### src/rtl/dcm_pkg.sv
// Register map constants, field positions and state type of the dual card mux register bank
package dcm_pkg;
   // Data width of every register
   localparam int          DATA_W        = 8;
   // Register offsets
   localparam logic [7:0]  REG_HWID      = 8'h00;
   localparam logic [7:0]  REG_DRV       = 8'h01;
   localparam logic [7:0]  REG_STATUS    = 8'h04;
   localparam logic [7:0]  REG_SLOT      = 8'h08;
   localparam logic [7:0]  REG_BATDEB    = 8'h0a;
   localparam logic [7:0]  REG_SDNDEB    = 8'h0b;
   localparam logic [7:0]  REG_RSVD      = 8'h0c;
   localparam logic [7:0]  REG_CLKSRC    = 8'h0d;
   localparam logic [7:0]  REG_DEVCTL    = 8'h0e;
   localparam logic [7:0]  REG_TEST_LO   = 8'h10;
   localparam logic [7:0]  REG_TEST_HI   = 8'h14;
   localparam logic [7:0]  REG_PULL      = 8'h15;
   // Reset and fixed values
   localparam logic [7:0]  RST_ZERO      = 8'h00;
   localparam logic [7:0]  RST_DEB       = 8'h04;
   localparam logic [7:0]  DRV_VERSION   = 8'h00;
   // Implemented bits of partly reserved registers
   localparam logic [7:0]  CLKSRC_MASK   = 8'h80;
   localparam logic [7:0]  PULL_MASK     = 8'h03;
   // Status register fields
   localparam int          ST_SDN_LVL    = 0;
   localparam int          ST_SDN_INT    = 1;
   localparam int          ST_BAT_LVL    = 2;
   localparam int          ST_BAT_INT    = 3;
   localparam int          ST_SIM1_LO    = 4;
   localparam int          ST_SIM2_LO    = 6;
   // Card slot control fields
   localparam int          SLOT_REG1     = 0;
   localparam int          SLOT_STATE1   = 2;
   localparam int          SLOT_REG2     = 4;
   localparam int          SLOT_STATE2   = 6;
   // Device control fields
   localparam int          DC_BAT_IEN    = 2;
   localparam int          DC_SDN_IEN    = 5;
   // Serial link and test storage constants
   localparam logic [3:0]  BYTE_BITS     = 4'h8;
   localparam int          TEST_AW       = 3;
   localparam int          TEST_DEPTH    = 5;

   // Serial target states
   typedef enum logic [5:0] {
      S_IDLE  = 6'b000001,
      S_ADDR  = 6'b000010,
      S_ACK   = 6'b000100,
      S_WRITE = 6'b001000,
      S_READ  = 6'b010000,
      S_MACK  = 6'b100000
   } dcm_state_t;

   // Slot status from state bits and regulator bit
   function automatic logic [1:0] dcm_sim_status(input logic [1:0] st, input logic regOn);
      if (!regOn) begin
         dcm_sim_status = 2'h0;
      end else if (st == 2'h0) begin
         dcm_sim_status = 2'h2;
      end else begin
         dcm_sim_status = st;
      end
   endfunction : dcm_sim_status
endpackage : dcm_pkg

### src/rtl/dcm_reg_bank.sv
// Register bank of the dual card mux behind a two-wire serial target port
// Operation
// - Read-only identification byte at offset zero
// - Maker code sits in upper nibble
// - Maker nibble fixed across hardware revisions
// - Read-only driver version byte at offset one
// - Driver version constant unless software must change
// - Driver version reads zero initially
// - Two debounce registers, reset to four
// - Interrupt flags clear when status is read
// - Host reaches registers over serial target port
`timescale 1ns/100ps
module dcm_reg_bank
   import dcm_pkg::*;
#(
   parameter logic [6:0] DEV_ADDR = 7'h2a,  // Arbitrary target address
   parameter logic [3:0] MFR_ID   = 4'h5,   // Arbitrary maker code
   parameter logic [3:0] DEV_REV  = 4'h3    // Arbitrary device and revision code
) (
   // Clock, reset, enable
   input  wire logic                      ref_clk,
   input  wire logic                      rst,
   input  wire logic                      ce,
   // Serial target pins
   input  wire logic                      sclIn,
   input  wire logic                      sdaIn,
   output logic                           sdaOut,
   output logic                           sdaOe,
   // Monitored inputs
   input  wire logic                      batteryPresenceInput,
   input  wire logic                      shutdownRequestInput,
   // Control register contents
   output logic      [dcm_pkg::DATA_W-1:0] cardSlotCtrl,
   output logic      [dcm_pkg::DATA_W-1:0] clockSourceCtrl,
   output logic      [dcm_pkg::DATA_W-1:0] detDirCtrl,
   output logic      [dcm_pkg::DATA_W-1:0] pullConfig
);
   import dcm_pkg::*;

   localparam logic [7:0] HW_ID = {MFR_ID, DEV_REV};

   // Pin synchronisers and edge history
   logic [1:0]        sclSync, sdaSync;        // Two-stage synchronisers
   logic              sclQ, sdaQ;              // Previous synchronised level
   logic [1:0]        batSync, sdnSync;        // Monitored input synchronisers
   // Serial engine state
   dcm_state_t        state_r;                 // Engine state
   logic [3:0]        bitCnt_r;                // Bits seen in current byte
   logic [7:0]        rxShift_r;               // Received byte
   logic [7:0]        txShift_r;               // Byte being sent
   logic [7:0]        ptr_r;                   // Register pointer
   logic              firstByte_r;             // Next write byte is the pointer
   logic              readMode_r;              // Transfer direction
   logic              masterAck_r;             // Host acknowledged last byte
   // Registers
   logic [7:0]        slot_r, batDeb_r, sdnDeb_r, clk_r, devCtl_r, pull_r;
   logic              batInt_r, sdnInt_r;      // Sticky interrupt flags
   logic [1:0]        stable_r;                // Debounced levels: 0 battery, 1 shutdown
   logic [7:0]        debCnt_r [2];            // Debounce counters
   // Combinational helpers
   logic              sclRise, sclFall, startCond, stopCond;
   logic              loadTx, wrEn, statusRead;
   logic [7:0]        rdByte, statusByte, memRdData;
   logic [1:0]        inLvl, debDone;
   logic              batEvt, sdnEvt, memWr;

   // Synchronise every pin before use
   always_ff @(posedge ref_clk) begin
      if (rst) begin
         sclSync <= 2'h3;
         sdaSync <= 2'h3;
         sclQ    <= 1'b1;
         sdaQ    <= 1'b1;
         batSync <= 2'h0;
         sdnSync <= 2'h0;
      end else if (ce) begin
         sclSync <= {sclSync[0], sclIn};
         sdaSync <= {sdaSync[0], sdaIn};
         sclQ    <= sclSync[1];
         sdaQ    <= sdaSync[1];
         batSync <= {batSync[0], batteryPresenceInput};
         sdnSync <= {sdnSync[0], shutdownRequestInput};
      end
   end

   // Bus conditions, only from second synchroniser stage on
   assign sclRise   = sclSync[1] & ~sclQ;
   assign sclFall   = ~sclSync[1] & sclQ;
   assign startCond = sclSync[1] & sclQ & sdaQ & ~sdaSync[1];
   assign stopCond  = sclSync[1] & sclQ & ~sdaQ & sdaSync[1];
   assign inLvl     = {sdnSync[1], batSync[1]};

   // Load a read byte after address ack or after host ack
   assign loadTx     = ce && !startCond && !stopCond && sclFall &&
                       (((state_r == S_ACK) && readMode_r) || ((state_r == S_MACK) && masterAck_r));
   assign wrEn       = ce && !startCond && !stopCond && sclFall && (state_r == S_WRITE) &&
                       (bitCnt_r == BYTE_BITS) && !firstByte_r;
   assign statusRead = loadTx && (ptr_r == REG_STATUS);
   assign memWr      = wrEn && (ptr_r >= REG_TEST_LO) && (ptr_r <= REG_TEST_HI);

   // Serial target engine
   always_ff @(posedge ref_clk) begin
      if (rst) begin
         state_r     <= S_IDLE;
         bitCnt_r    <= '0;
         rxShift_r   <= '0;
         txShift_r   <= '0;
         ptr_r       <= RST_ZERO;
         firstByte_r <= 1'b0;
         readMode_r  <= 1'b0;
         masterAck_r <= 1'b0;
         sdaOe       <= 1'b0;
      end else if (ce) begin
         if (startCond) begin
            // Start or repeated start always restarts address phase
            state_r  <= S_ADDR;
            bitCnt_r <= '0;
            sdaOe    <= 1'b0;
         end else if (stopCond) begin
            state_r <= S_IDLE;
            sdaOe   <= 1'b0;
         end else begin
            case (state_r)
               S_ADDR, S_WRITE: begin
                  if (sclRise) begin
                     rxShift_r <= {rxShift_r[6:0], sdaSync[1]};
                     bitCnt_r  <= 4'(bitCnt_r + 4'h1);
                  end else if (sclFall && (bitCnt_r == BYTE_BITS)) begin
                     if (state_r == S_WRITE) begin
                        // First byte sets pointer, later bytes advance it
                        ptr_r       <= firstByte_r ? rxShift_r : 8'(ptr_r + 8'h01);
                        firstByte_r <= 1'b0;
                        sdaOe       <= 1'b1;
                        state_r     <= S_ACK;
                     end else if (rxShift_r[7:1] == DEV_ADDR) begin
                        readMode_r  <= rxShift_r[0];
                        firstByte_r <= 1'b1;
                        sdaOe       <= 1'b1;
                        state_r     <= S_ACK;
                     end else begin
                        // Another target addressed: stay off the bus
                        state_r <= S_IDLE;
                     end
                  end
               end
               S_ACK: begin
                  if (sclFall) begin
                     bitCnt_r <= '0;
                     if (readMode_r) begin
                        txShift_r <= rdByte;
                        sdaOe     <= ~rdByte[7];
                        ptr_r     <= 8'(ptr_r + 8'h01);
                        state_r   <= S_READ;
                     end else begin
                        sdaOe   <= 1'b0;
                        state_r <= S_WRITE;
                     end
                  end
               end
               S_READ: begin
                  if (sclRise) begin
                     bitCnt_r <= 4'(bitCnt_r + 4'h1);
                  end else if (sclFall) begin
                     if (bitCnt_r == BYTE_BITS) begin
                        // Release line for host ack
                        sdaOe   <= 1'b0;
                        state_r <= S_MACK;
                     end else begin
                        txShift_r <= {txShift_r[6:0], 1'b0};
                        sdaOe     <= ~txShift_r[6];
                     end
                  end
               end
               S_MACK: begin
                  if (sclRise) begin
                     masterAck_r <= ~sdaSync[1];
                  end else if (sclFall) begin
                     if (masterAck_r) begin
                        bitCnt_r  <= '0;
                        txShift_r <= rdByte;
                        sdaOe     <= ~rdByte[7];
                        ptr_r     <= 8'(ptr_r + 8'h01);
                        state_r   <= S_READ;
                     end else begin
                        // Host nack ends the read
                        state_r <= S_IDLE;
                     end
                  end
               end
               default: begin
                  state_r <= S_IDLE;
               end
            endcase
         end
      end
   end

   // Open-drain line: only the enable toggles, data is always low
   always_ff @(posedge ref_clk) begin
      if (rst) begin
         sdaOut <= 1'b0;
      end else if (ce) begin
         sdaOut <= 1'b0;
      end
   end

   // Status byte assembly
   always_comb begin
      statusByte                       = RST_ZERO;
      statusByte[ST_SDN_LVL]           = inLvl[1];
      statusByte[ST_SDN_INT]           = sdnInt_r;
      statusByte[ST_BAT_LVL]           = stable_r[0];
      statusByte[ST_BAT_INT]           = batInt_r;
      statusByte[ST_SIM1_LO +: 2]      = dcm_sim_status(slot_r[SLOT_STATE1 +: 2], slot_r[SLOT_REG1]);
      statusByte[ST_SIM2_LO +: 2]      = dcm_sim_status(slot_r[SLOT_STATE2 +: 2], slot_r[SLOT_REG2]);
   end

   // Read decode; reserved and unmapped offsets read zero
   always_comb begin
      if (ptr_r == REG_HWID) begin
         rdByte = HW_ID;
      end else if (ptr_r == REG_DRV) begin
         rdByte = DRV_VERSION;
      end else if (ptr_r == REG_STATUS) begin
         rdByte = statusByte;
      end else if (ptr_r == REG_SLOT) begin
         rdByte = slot_r;
      end else if (ptr_r == REG_BATDEB) begin
         rdByte = batDeb_r;
      end else if (ptr_r == REG_SDNDEB) begin
         rdByte = sdnDeb_r;
      end else if (ptr_r == REG_CLKSRC) begin
         rdByte = clk_r;
      end else if (ptr_r == REG_DEVCTL) begin
         rdByte = devCtl_r;
      end else if ((ptr_r >= REG_TEST_LO) && (ptr_r <= REG_TEST_HI)) begin
         rdByte = memRdData;
      end else if (ptr_r == REG_PULL) begin
         rdByte = pull_r;
      end else begin
         rdByte = RST_ZERO;
      end
   end

   // Writable registers; read-only offsets have no branch and keep their value
   always_ff @(posedge ref_clk) begin
      if (rst) begin
         slot_r   <= RST_ZERO;
         batDeb_r <= RST_DEB;
         sdnDeb_r <= RST_DEB;
         clk_r    <= RST_ZERO;
         devCtl_r <= RST_ZERO;
         pull_r   <= RST_ZERO;
      end else if (wrEn) begin
         if (ptr_r == REG_SLOT) begin
            slot_r <= rxShift_r;
         end else if (ptr_r == REG_BATDEB) begin
            batDeb_r <= rxShift_r;
         end else if (ptr_r == REG_SDNDEB) begin
            sdnDeb_r <= rxShift_r;
         end else if (ptr_r == REG_CLKSRC) begin
            clk_r <= rxShift_r & CLKSRC_MASK;
         end else if (ptr_r == REG_DEVCTL) begin
            devCtl_r <= rxShift_r;
         end else if (ptr_r == REG_PULL) begin
            pull_r <= rxShift_r & PULL_MASK;
         end
      end
   end

   // Factory test bytes
   dcm_test_mem #(
      .DATA_W (DATA_W),
      .DEPTH  (TEST_DEPTH),
      .AW     (TEST_AW)
   ) u_test_mem (
      .ref_clk (ref_clk),
      .rst     (rst),
      .ce      (ce),
      .wrEn    (memWr),
      .wrAddr  (TEST_AW'(ptr_r - REG_TEST_LO)),
      .wrData  (rxShift_r),
      .rdAddr  (TEST_AW'(ptr_r - REG_TEST_LO)),
      .rdData  (memRdData)
   );

   // Debounce: a new level must hold past the programmed count
   always_comb begin
      for (int i = 0; i < 2; i++) begin
         debDone[i] = (inLvl[i] != stable_r[i]) && (debCnt_r[i] >= (i == 0 ? batDeb_r : sdnDeb_r));
      end
   end

   always_ff @(posedge ref_clk) begin
      if (rst) begin
         stable_r <= 2'h0;
         for (int i = 0; i < 2; i++) begin
            debCnt_r[i] <= RST_ZERO;
         end
      end else if (ce) begin
         for (int i = 0; i < 2; i++) begin
            if (inLvl[i] == stable_r[i]) begin
               debCnt_r[i] <= RST_ZERO;
            end else if (debDone[i]) begin
               stable_r[i] <= inLvl[i];
               debCnt_r[i] <= RST_ZERO;
            end else begin
               debCnt_r[i] <= 8'(debCnt_r[i] + 8'h01);
            end
         end
      end
   end

   // Events: battery loss, and any settled shutdown change
   assign batEvt = debDone[0] && inLvl[0] && devCtl_r[DC_BAT_IEN];
   assign sdnEvt = debDone[1] && devCtl_r[DC_SDN_IEN];

   // Sticky flags; a new event beats the read clear in the same cycle
   always_ff @(posedge ref_clk) begin
      if (rst) begin
         batInt_r <= 1'b0;
         sdnInt_r <= 1'b0;
      end else if (ce) begin
         batInt_r <= batEvt | (batInt_r & ~statusRead);
         sdnInt_r <= sdnEvt | (sdnInt_r & ~statusRead);
      end
   end

   // Register contents out
   assign cardSlotCtrl    = slot_r;
   assign clockSourceCtrl = clk_r;
   assign detDirCtrl      = devCtl_r;
   assign pullConfig      = pull_r;
endmodule : dcm_reg_bank

### src/rtl/dcm_test_mem.sv
// Small storage for the factory test bytes with registered read data
`timescale 1ns/100ps
module dcm_test_mem #(
   parameter int DATA_W = 8,
   parameter int DEPTH  = 5,
   parameter int AW     = 3
) (
   // Clock, reset, enable
   input  wire logic              ref_clk,
   input  wire logic              rst,
   input  wire logic              ce,
   // Write side
   input  wire logic              wrEn,
   input  wire logic [AW-1:0]     wrAddr,
   input  wire logic [DATA_W-1:0] wrData,
   // Read side
   input  wire logic [AW-1:0]     rdAddr,
   output logic      [DATA_W-1:0] rdData
);
   // Storage cells, undefined after power-up
   logic [DATA_W-1:0] mem [DEPTH];

   // Write port
   always_ff @(posedge ref_clk) begin
      if (ce && wrEn && (int'(wrAddr) < DEPTH)) begin
         mem[wrAddr] <= wrData;
      end
   end

   // Registered read, zero outside the array
   always_ff @(posedge ref_clk) begin
      if (rst) begin
         rdData <= '0;
      end else if (ce) begin
         rdData <= (int'(rdAddr) < DEPTH) ? mem[rdAddr] : '0;
      end
   end
endmodule : dcm_test_mem

### config.mk
export PLATFORM = sky130hd
export DESIGN_NAME = dcm_reg_bank
export DESIGN_NICKNAME = d
export VERILOG_FILES = /design/src/rtl/dcm_pkg.sv /design/src/rtl/dcm_reg_bank.sv /design/src/rtl/dcm_test_mem.sv
export SDC_FILE = /design/constraint.sdc
export NUM_CORES = 1
export LEC_CHECK = 0
export BUFFER_PORTS_ARGS = -buffer_cell sky130_fd_sc_hd__buf_2
export CAP_MARGIN = 0
export CORE_MARGIN = 2
export CORE_UTILIZATION = 56
export DETAILED_ROUTE_END_ITERATION = 10
export PLACE_DENSITY = 0.77
export SLEW_MARGIN = 20
export SYNTH_ARGS = -nofsm -noshare
export SYNTH_HDL_FRONTEND = slang
export SYNTH_SLANG_ARGS = --single-unit
export TNS_END_PERCENT = 100
### constraint.sdc
create_clock -name ref_clk -period 2.5 [get_ports ref_clk]
set_clock_uncertainty 0.2 [all_clocks]
set_input_delay 0.25 -clock ref_clk [delete_from_list [all_inputs] [get_ports ref_clk]]
set_output_delay 0.25 -clock ref_clk [all_outputs]
set_load 0.03 [all_outputs]
==> results of run 1 <==
## cell families (layout without fill, tap and decap cells)
| kind of cell | count (synthesis) | after routing | synth area share |
|---|---|---|---|
| simple gates | 325 | 325 | 0.2044 |
| buf+inv | 101 | 174 | 0.05756 |
| xor+xnor | 17 | 17 | 0.01851 |
| compound gates | 176 | 176 | 0.1414 |
| other cells | 1 | 14 | 0.0004663 |
| flops | 153 | 153 | 0.4505 |
| mux | 62 | 62 | 0.08976 |
| fa+ha+maj | 24 | 24 | 0.03734 |
## path summary, 6_finish.rpt
kind	from	to	slack, ps	cells after the start
worst max register to register	ptr_r[4]	txShift_r[4]	70	7
worst min register to register	txShift_r[1]	txShift_r[1]	260	2
worst max-delay path	ptr_r[4]	txShift_r[4]	70	7
worst min-delay path	ce	sclSync[0]	170	4
## sequential cells by signal, summed over array words and instances, names as in the netlist, 4 cells and up, named ones only
register,count
u_test_mem.mem,40
debCnt_r,16
batDeb_r,8
cardSlotCtrl,8
detDirCtrl,8
ptr_r,8
rxShift_r,8
sdnDeb_r,8
u_test_mem.rdData,8
txShift_r,7
state_r,6
bitCnt_r,4
## per-layer routing
layer	vias up	global-route usage	share of wire
li1	3222	-	-
met5	-	0	0
met2	284	0.4639	0.46
met4	0	0.1236	0.032
met1	3227	0.3860	0.44
met3	59	0.05815	0.065
## worst max-delay path, cell delays in order, from the launching register on
cell and delay, ps:
dfxtp_1 310, buf_4 150, nor4_2 480, nand2_1 350, o22ai_1 260, nor3_1 70, nor3_1 350, o41ai_2 110
## per-stage QoR
stage,setup slack (ps),hold WS [ps]
floorplan,43.72,178.4
global placement,135.1,243.7
detailed placement,69.06,253.1
CTS,11.39,155.5
global route,-9.952,184.6
finish,68.36,171.6
## repair_timing
item | 4_1_cts | 5_1_grt
endpoints found under the hold margin | 6 | 0
hold buffers | 5 | 0
endpoints found under the setup margin | 8 | 66
resized for setup | 1 | 12
pin swaps | 0 | 3
setup buffers | 0 | 0
## power groups by stage
| stage | Sequential [W] | Combinational, W | Clock, W |
|---|---|---|---|
| after floorplan | 0.00265 | 0.000164 | 0 |
| after global placement | 0.00266 | 0.000191 | 0 |
| after detailed placement | 0.00266 | 0.000194 | 0 |
| after CTS | 0.00261 | 0.000201 | 0.00270 |
| after global routing | 0.00261 | 0.000227 | 0.00281 |
| final | 0.00261 | 0.000208 | 0.00268 |
## cell type report
class                           instances  area (um2)  area share
Multi-Input combinational cell        618        4075      0.4318
Timing Repair Buffer                  106       743.2     0.07876
Clock buffer                           20       479.2     0.05078
Clock inverter                         12       153.9     0.01631
Sequential cell                       153        3625      0.3841
Tap cell                              180       225.2     0.02387
Inverter                               36       135.1     0.01432
## cells in the final DEF, fill, tap and decap left out, types with 18 or more instances in the layout
master,netlist,routed
nor2_1,80,80
inv_1,36,36
edfxtp_1,56,56
dfxtp_1,97,96
nand3_1,31,31
nand2_1,93,92
buf_4,18,75
ha_1,24,23
nor3_1,21,18
a21oi_1,59,58
o21ai_0,39,39
buf_2,13,26
mux2i_1,53,53
clkbuf_16,0,19
==> out/summary.txt, run 1 <==
status -> complete, no violations
clk_lat worst skew -> 440 ps
DPL Wire Length -> 14590 um
Final Setup Violations -> 0
register area share after synthesis -> 0.4505
Psw -> 0.001302 W
number of synthesized register bits -> 153
P_int -> 0.004196 W
gr ovfl total -> 0
Area contributors post-synth -> dfxtp_1 24%, edfxtp_1 21%, mux2i_1 6.6%, nand2_1 4.3%, ha_1 3.7%
Die Area -> 0.01534 mm2
Clock Path Buffers -> 2
Filler cells -> 1080
Initial Util -> 0.5772
Core Region -> 0.01393 mm2
Synth cell types -> 74
# port buffers -> 26
Synth area leader -> dfxtp_1
final period demand of the worst path -> 2432 ps
share of layout cells above drive strength 1 -> 0.1810
worst min path class -> in2reg
final setup TNS -> 0 ps
CTS tree -> yes
drt initial violations -> 743
top cell type's share of synthesized area -> 0.2414
Final Hold Fails -> 0
most instantiated cells after synthesis -> 97 x dfxtp_1, 93 x nand2_1, 80 x nor2_1, 59 x a21oi_1, 56 x edfxtp_1
RSZ-0062 raised after global routing -> yes
first-pass GRT wire length -> 33710 um
Row Count -> 43
clock group share of total power -> 0.488
Final nets -> 963
final instance area -> 0.009437 mm2
CTS Root Cell -> clkbuf_16
clk slew on worst S/H paths -> 70 ps
ys async rst share -> 0
Max VDD drop -> 466.1 uV
Post-Syn Instances -> 859
max_cap viols -> 0
Max Fclk -> 0.4112 GHz
placed inst area -> 0.008688 mm2
Crit. End Element -> register
die height -> 123.8 um
Gate power share -> 0.038
Die X -> 123.8 um
DRT Wirelength -> 21090 um
GRT Util Overall -> 0.2907
sequential share of power -> 0.474
critical setup path kind -> reg2reg
top-count cell post-synth -> dfxtp_1
Req. time, crit path -> 2590 ps
CP arrival -> 2530 ps
area of the mapped netlist -> 0.008043 mm2
YS warnings -> 0
largest net degree at the start of global routing -> 66
syn_area_per_cell -> 9.363 um2
Main synth FF type -> dfxtp_1
Leak -> 3.831 nW
Post-synth EDFFs -> 56
gpl congestion -> 0.9357
number of diodes -> 0
initial antenna violation count -> 0
Num CTS Buffers -> 17
crit-path max FO -> 8
I/O pins -> 41
drt first pass iters -> 6
DRC Markers -> 0
Routed WL per cell -> 18.74 um
synthesis-to-layout area growth -> 17.33%
PwrDens -> 582.6 mW/mm2
Via density -> 6.037
DR vias -> 6792
Net Sw Frac -> 0.2368
H-tree depth reported by CTS -> 4
Core Util, Final -> 0.6772
Startpoint Class -> register
Sink Count -> 153
Final Power -> 0.005498 W
period utilization -> 0.9727
Slew HR -> 0.4305
worst-margin pin slew -> 851.1 ps
Final ANT Viol Nets -> 0
Slew Limit Fails -> 0
dpl cells -> 1088
Non-Filler Instances -> 1125
vias in the first global route -> 6466
Note: power is estimated with default switching activity, not from simulation.
==> run 2: changes to the inputs <==
--- a/config.mk
+++ b/config.mk
@@ -11,6 +11,7 @@
 export CORE_UTILIZATION = 56
 export DETAILED_ROUTE_END_ITERATION = 10
 export PLACE_DENSITY = 0.77
+export REMOVE_ABC_BUFFERS = 1
 export SLEW_MARGIN = 20
 export SYNTH_ARGS = -nofsm -noshare
 export SYNTH_HDL_FRONTEND = slang
==> run 2 against run 1 <==
Effect of this change:
- global-route usage decreased by 0.32 points
- worst hold slack lost 140 ps
- sequential power hardly changed
- clock power down 3%
- critical path depth is the same
- flip-flop and latch count unchanged
- cell count is 0.71% lower
- critical endpoint is now sdaOe
- largest cell class unchanged
- largest power group is now sequential cells
==> out/summary.txt, run 2 (synthesis gave the netlist of run 1 again) <==
status -> complete, no violations (unchanged)
Final nets -> 955 (was 963)
Gate power share -> 0.039 (was 0.038)
synthesis-to-layout area growth -> 16.49% (was 17.33%)
CP arrival -> 2620 ps (was 2530 ps)
Crit path max-delay family -> compound AO/OA/AOI/OAI gates (was simple AND/OR/NAND/NOR gates)
commonest non-fill, non-tap cell in the layout -> dfxtp_1 (unchanged)
I/O pins -> 41 (unchanged)
Clock Path Buffers -> 2 (unchanged)
die height -> 123.8 um (unchanged)
Final Hold Fails -> 0 (unchanged)
Core Util, Final -> 0.6724 (was 0.6772)
Largest Register -> u_test_mem.mem (unchanged)
CP cell instances -> buf_4 > nor3_1 > o21ai_0 > a211o_1 > or3_1 > a32o_1 > a21o_1 (was buf_4 > nor4_2 > nand2_1 > o22ai_1 > nor3_1 > nor3_1 > o41ai_2)
DR vias -> 6747 (was 6792)
Core Region -> 0.01393 mm2 (unchanged)
Die X -> 123.8 um (unchanged)
DPL Wire Length -> 14670 um (was 14590 um)
Max Fclk -> 0.4022 GHz (was 0.4112 GHz)
final instance area -> 0.009369 mm2 (was 0.009437 mm2)
Routed WL per cell -> 18.92 um (was 18.74 um)
Num CTS Buffers -> 17 (unchanged)
drt first pass iters -> 5 (was 6)
initial antenna violation count -> 0 (unchanged)
max_cap viols -> 0 (unchanged)
clk_lat worst skew -> 440 ps (about the same)
placed inst area -> 0.008680 mm2 (was 0.008688 mm2)
Multi-input gate area -> 0.004060 mm2 (was 0.004075 mm2)
Crit. End Element -> register (unchanged)
Psw -> 0.001274 W (was 0.001302 W)
gpl congestion -> 1.012 (was 0.9357)
DR WL met2 -> 9964 um (was 9721 um)
DRC Markers -> 0 (unchanged)
Net Sw Frac -> 0.2346 (was 0.2368)
slowest CP cell -> or3_1 (was nor4_2)
drt initial violations -> 663 (was 743)
most frequent cells in the layout -> 96 x dfxtp_1, 91 x nand2_1, 79 x nor2_1 (was 96 x dfxtp_1, 92 x nand2_1, 80 x nor2_1)
GRT Util Overall -> 0.2875 (was 0.2907)
Filler cells -> 1081 (was 1080)
clock group share of total power -> 0.481 (was 0.488)
Row Count -> 43 (unchanged)
met3 WL -> 1251 um (was 1376 um)
H-tree depth reported by CTS -> 4 (unchanged)
Initial Util -> 0.5772 (unchanged)
largest net degree at the start of global routing -> 38 (was 66)
Final ANT Viol Nets -> 0 (unchanged)
Regs by FF count -> u_test_mem.mem x40, debCnt_r x16 (unchanged)
crit-path max FO -> 6 (was 8)
Startpoint Class -> register (unchanged)
CTS Root Cell -> clkbuf_16 (unchanged)
Final Setup Violations -> 0 (unchanged)
Slew Limit Fails -> 0 (unchanged)
period utilization -> 0.9944 (was 0.9727)
Top Metal Used -> met4 (unchanged)
Leak -> 3.789 nW (was 3.831 nW)
share of layout cells above drive strength 1 -> 0.1729 (was 0.1810)
Die Area -> 0.01534 mm2 (unchanged)
P_int -> 0.004156 W (was 0.004196 W)
worst min path class -> in2reg (unchanged)
final period demand of the worst path -> 2486 ps (was 2432 ps)
Slew HR -> 0.6483 (was 0.4305)
DRT Wirelength -> 21130 um (was 21090 um)
clk slew on worst S/H paths -> 60 ps (was 70 ps)
first-pass GRT wire length -> 33040 um (was 33710 um)
crit path buf inv count -> 1 (unchanged)
PwrDens -> 579.5 mW/mm2 (was 582.6 mW/mm2)
sequential share of power -> 0.480 (was 0.474)
Req. time, crit path -> 2640 ps (was 2590 ps)
number of diodes -> 0 (unchanged)
worst stage delay on the critical path -> 440 ps (was 480 ps)
critical setup path kind -> reg2reg (unchanged)
CTS tree -> yes (unchanged)
max FFs per register -> 40 (unchanged)
Sink Count -> 153 (unchanged)
Max VDD drop -> 621.3 uV (was 466.1 uV)
vias in the first global route -> 6287 (was 6466)
met1 wire length -> 9276 um (was 9312 um)
register area -> 0.003625 mm2 (unchanged)
# port buffers -> 26 (unchanged)
gr ovfl total -> 0 (unchanged)
worst-margin pin slew -> 526.8 ps (was 851.1 ps)
Via density -> 6.040 (was 6.037)
==> run 2: power by group through the flow <==
stage	clock [W]	combinational [W]	sequential, W
floorplan	0	0.000115	0.00266
detailed placement	0	0.000196	0.00266
finish	0.00261	0.000211	0.00261
CTS	0.00263	0.000203	0.00261
global route	0.00273	0.000230	0.00261
global placement	0	0.000192	0.00266
==> run 2: worst paths after layout <==
check	from	to	slack, ps	cells past startpoint
min	rst	sdnDeb_r[7]	40	2
min reg2reg	u_test_mem.rdData[3]	u_test_mem.rdData[3]	260	2
max	state_r[4]	sdaOe	10	7
max reg2reg	state_r[4]	sdaOe	10	7
==> run 2: area by class of cell <==
class	instances	area share
multi-input combinational	618	0.4334
sequential	153	0.3869
timing repair buffer	98	0.07799
clock buffer	18	0.04581
tap	180	0.02404
clock inverter	14	0.01749
inverter	36	0.01442
==> run 2: layer usage <==
layer  vias to the layer above  GRT usage
met4                         0     0.1264
li1                       3209          -
met5                         -          0
met1                      3227     0.3746
met2                       265     0.4684
met3                        46    0.05266
==> run 2: through the flow <==
step	setup slack (ps)	cells	total power [W]	setup TNS [ps]	hold slack [ps]
2_1_floorplan	-308.8	807	0.002774	-2470	119.1
3_3_place_gp	124.6	1081	0.002854	0	242.6
3_5_place_dp	103.8	1081	0.002858	0	247.6
4_1_cts	94.37	1117	0.005441	0	36.90
5_1_grt	-18.42	1117	0.005568	-160.9	52.67
6_report	13.93	1117	0.005430	0	36.50
==> run 2: what timing repair did <==
item | in CTS | in global routing
endpoints found under the setup margin | 0 | 59
gates resized for setup | 0 | 14
endpoints found under the hold margin | 4 | 0
setup buffers | 0 | 0
hold buffers | 4 | 0
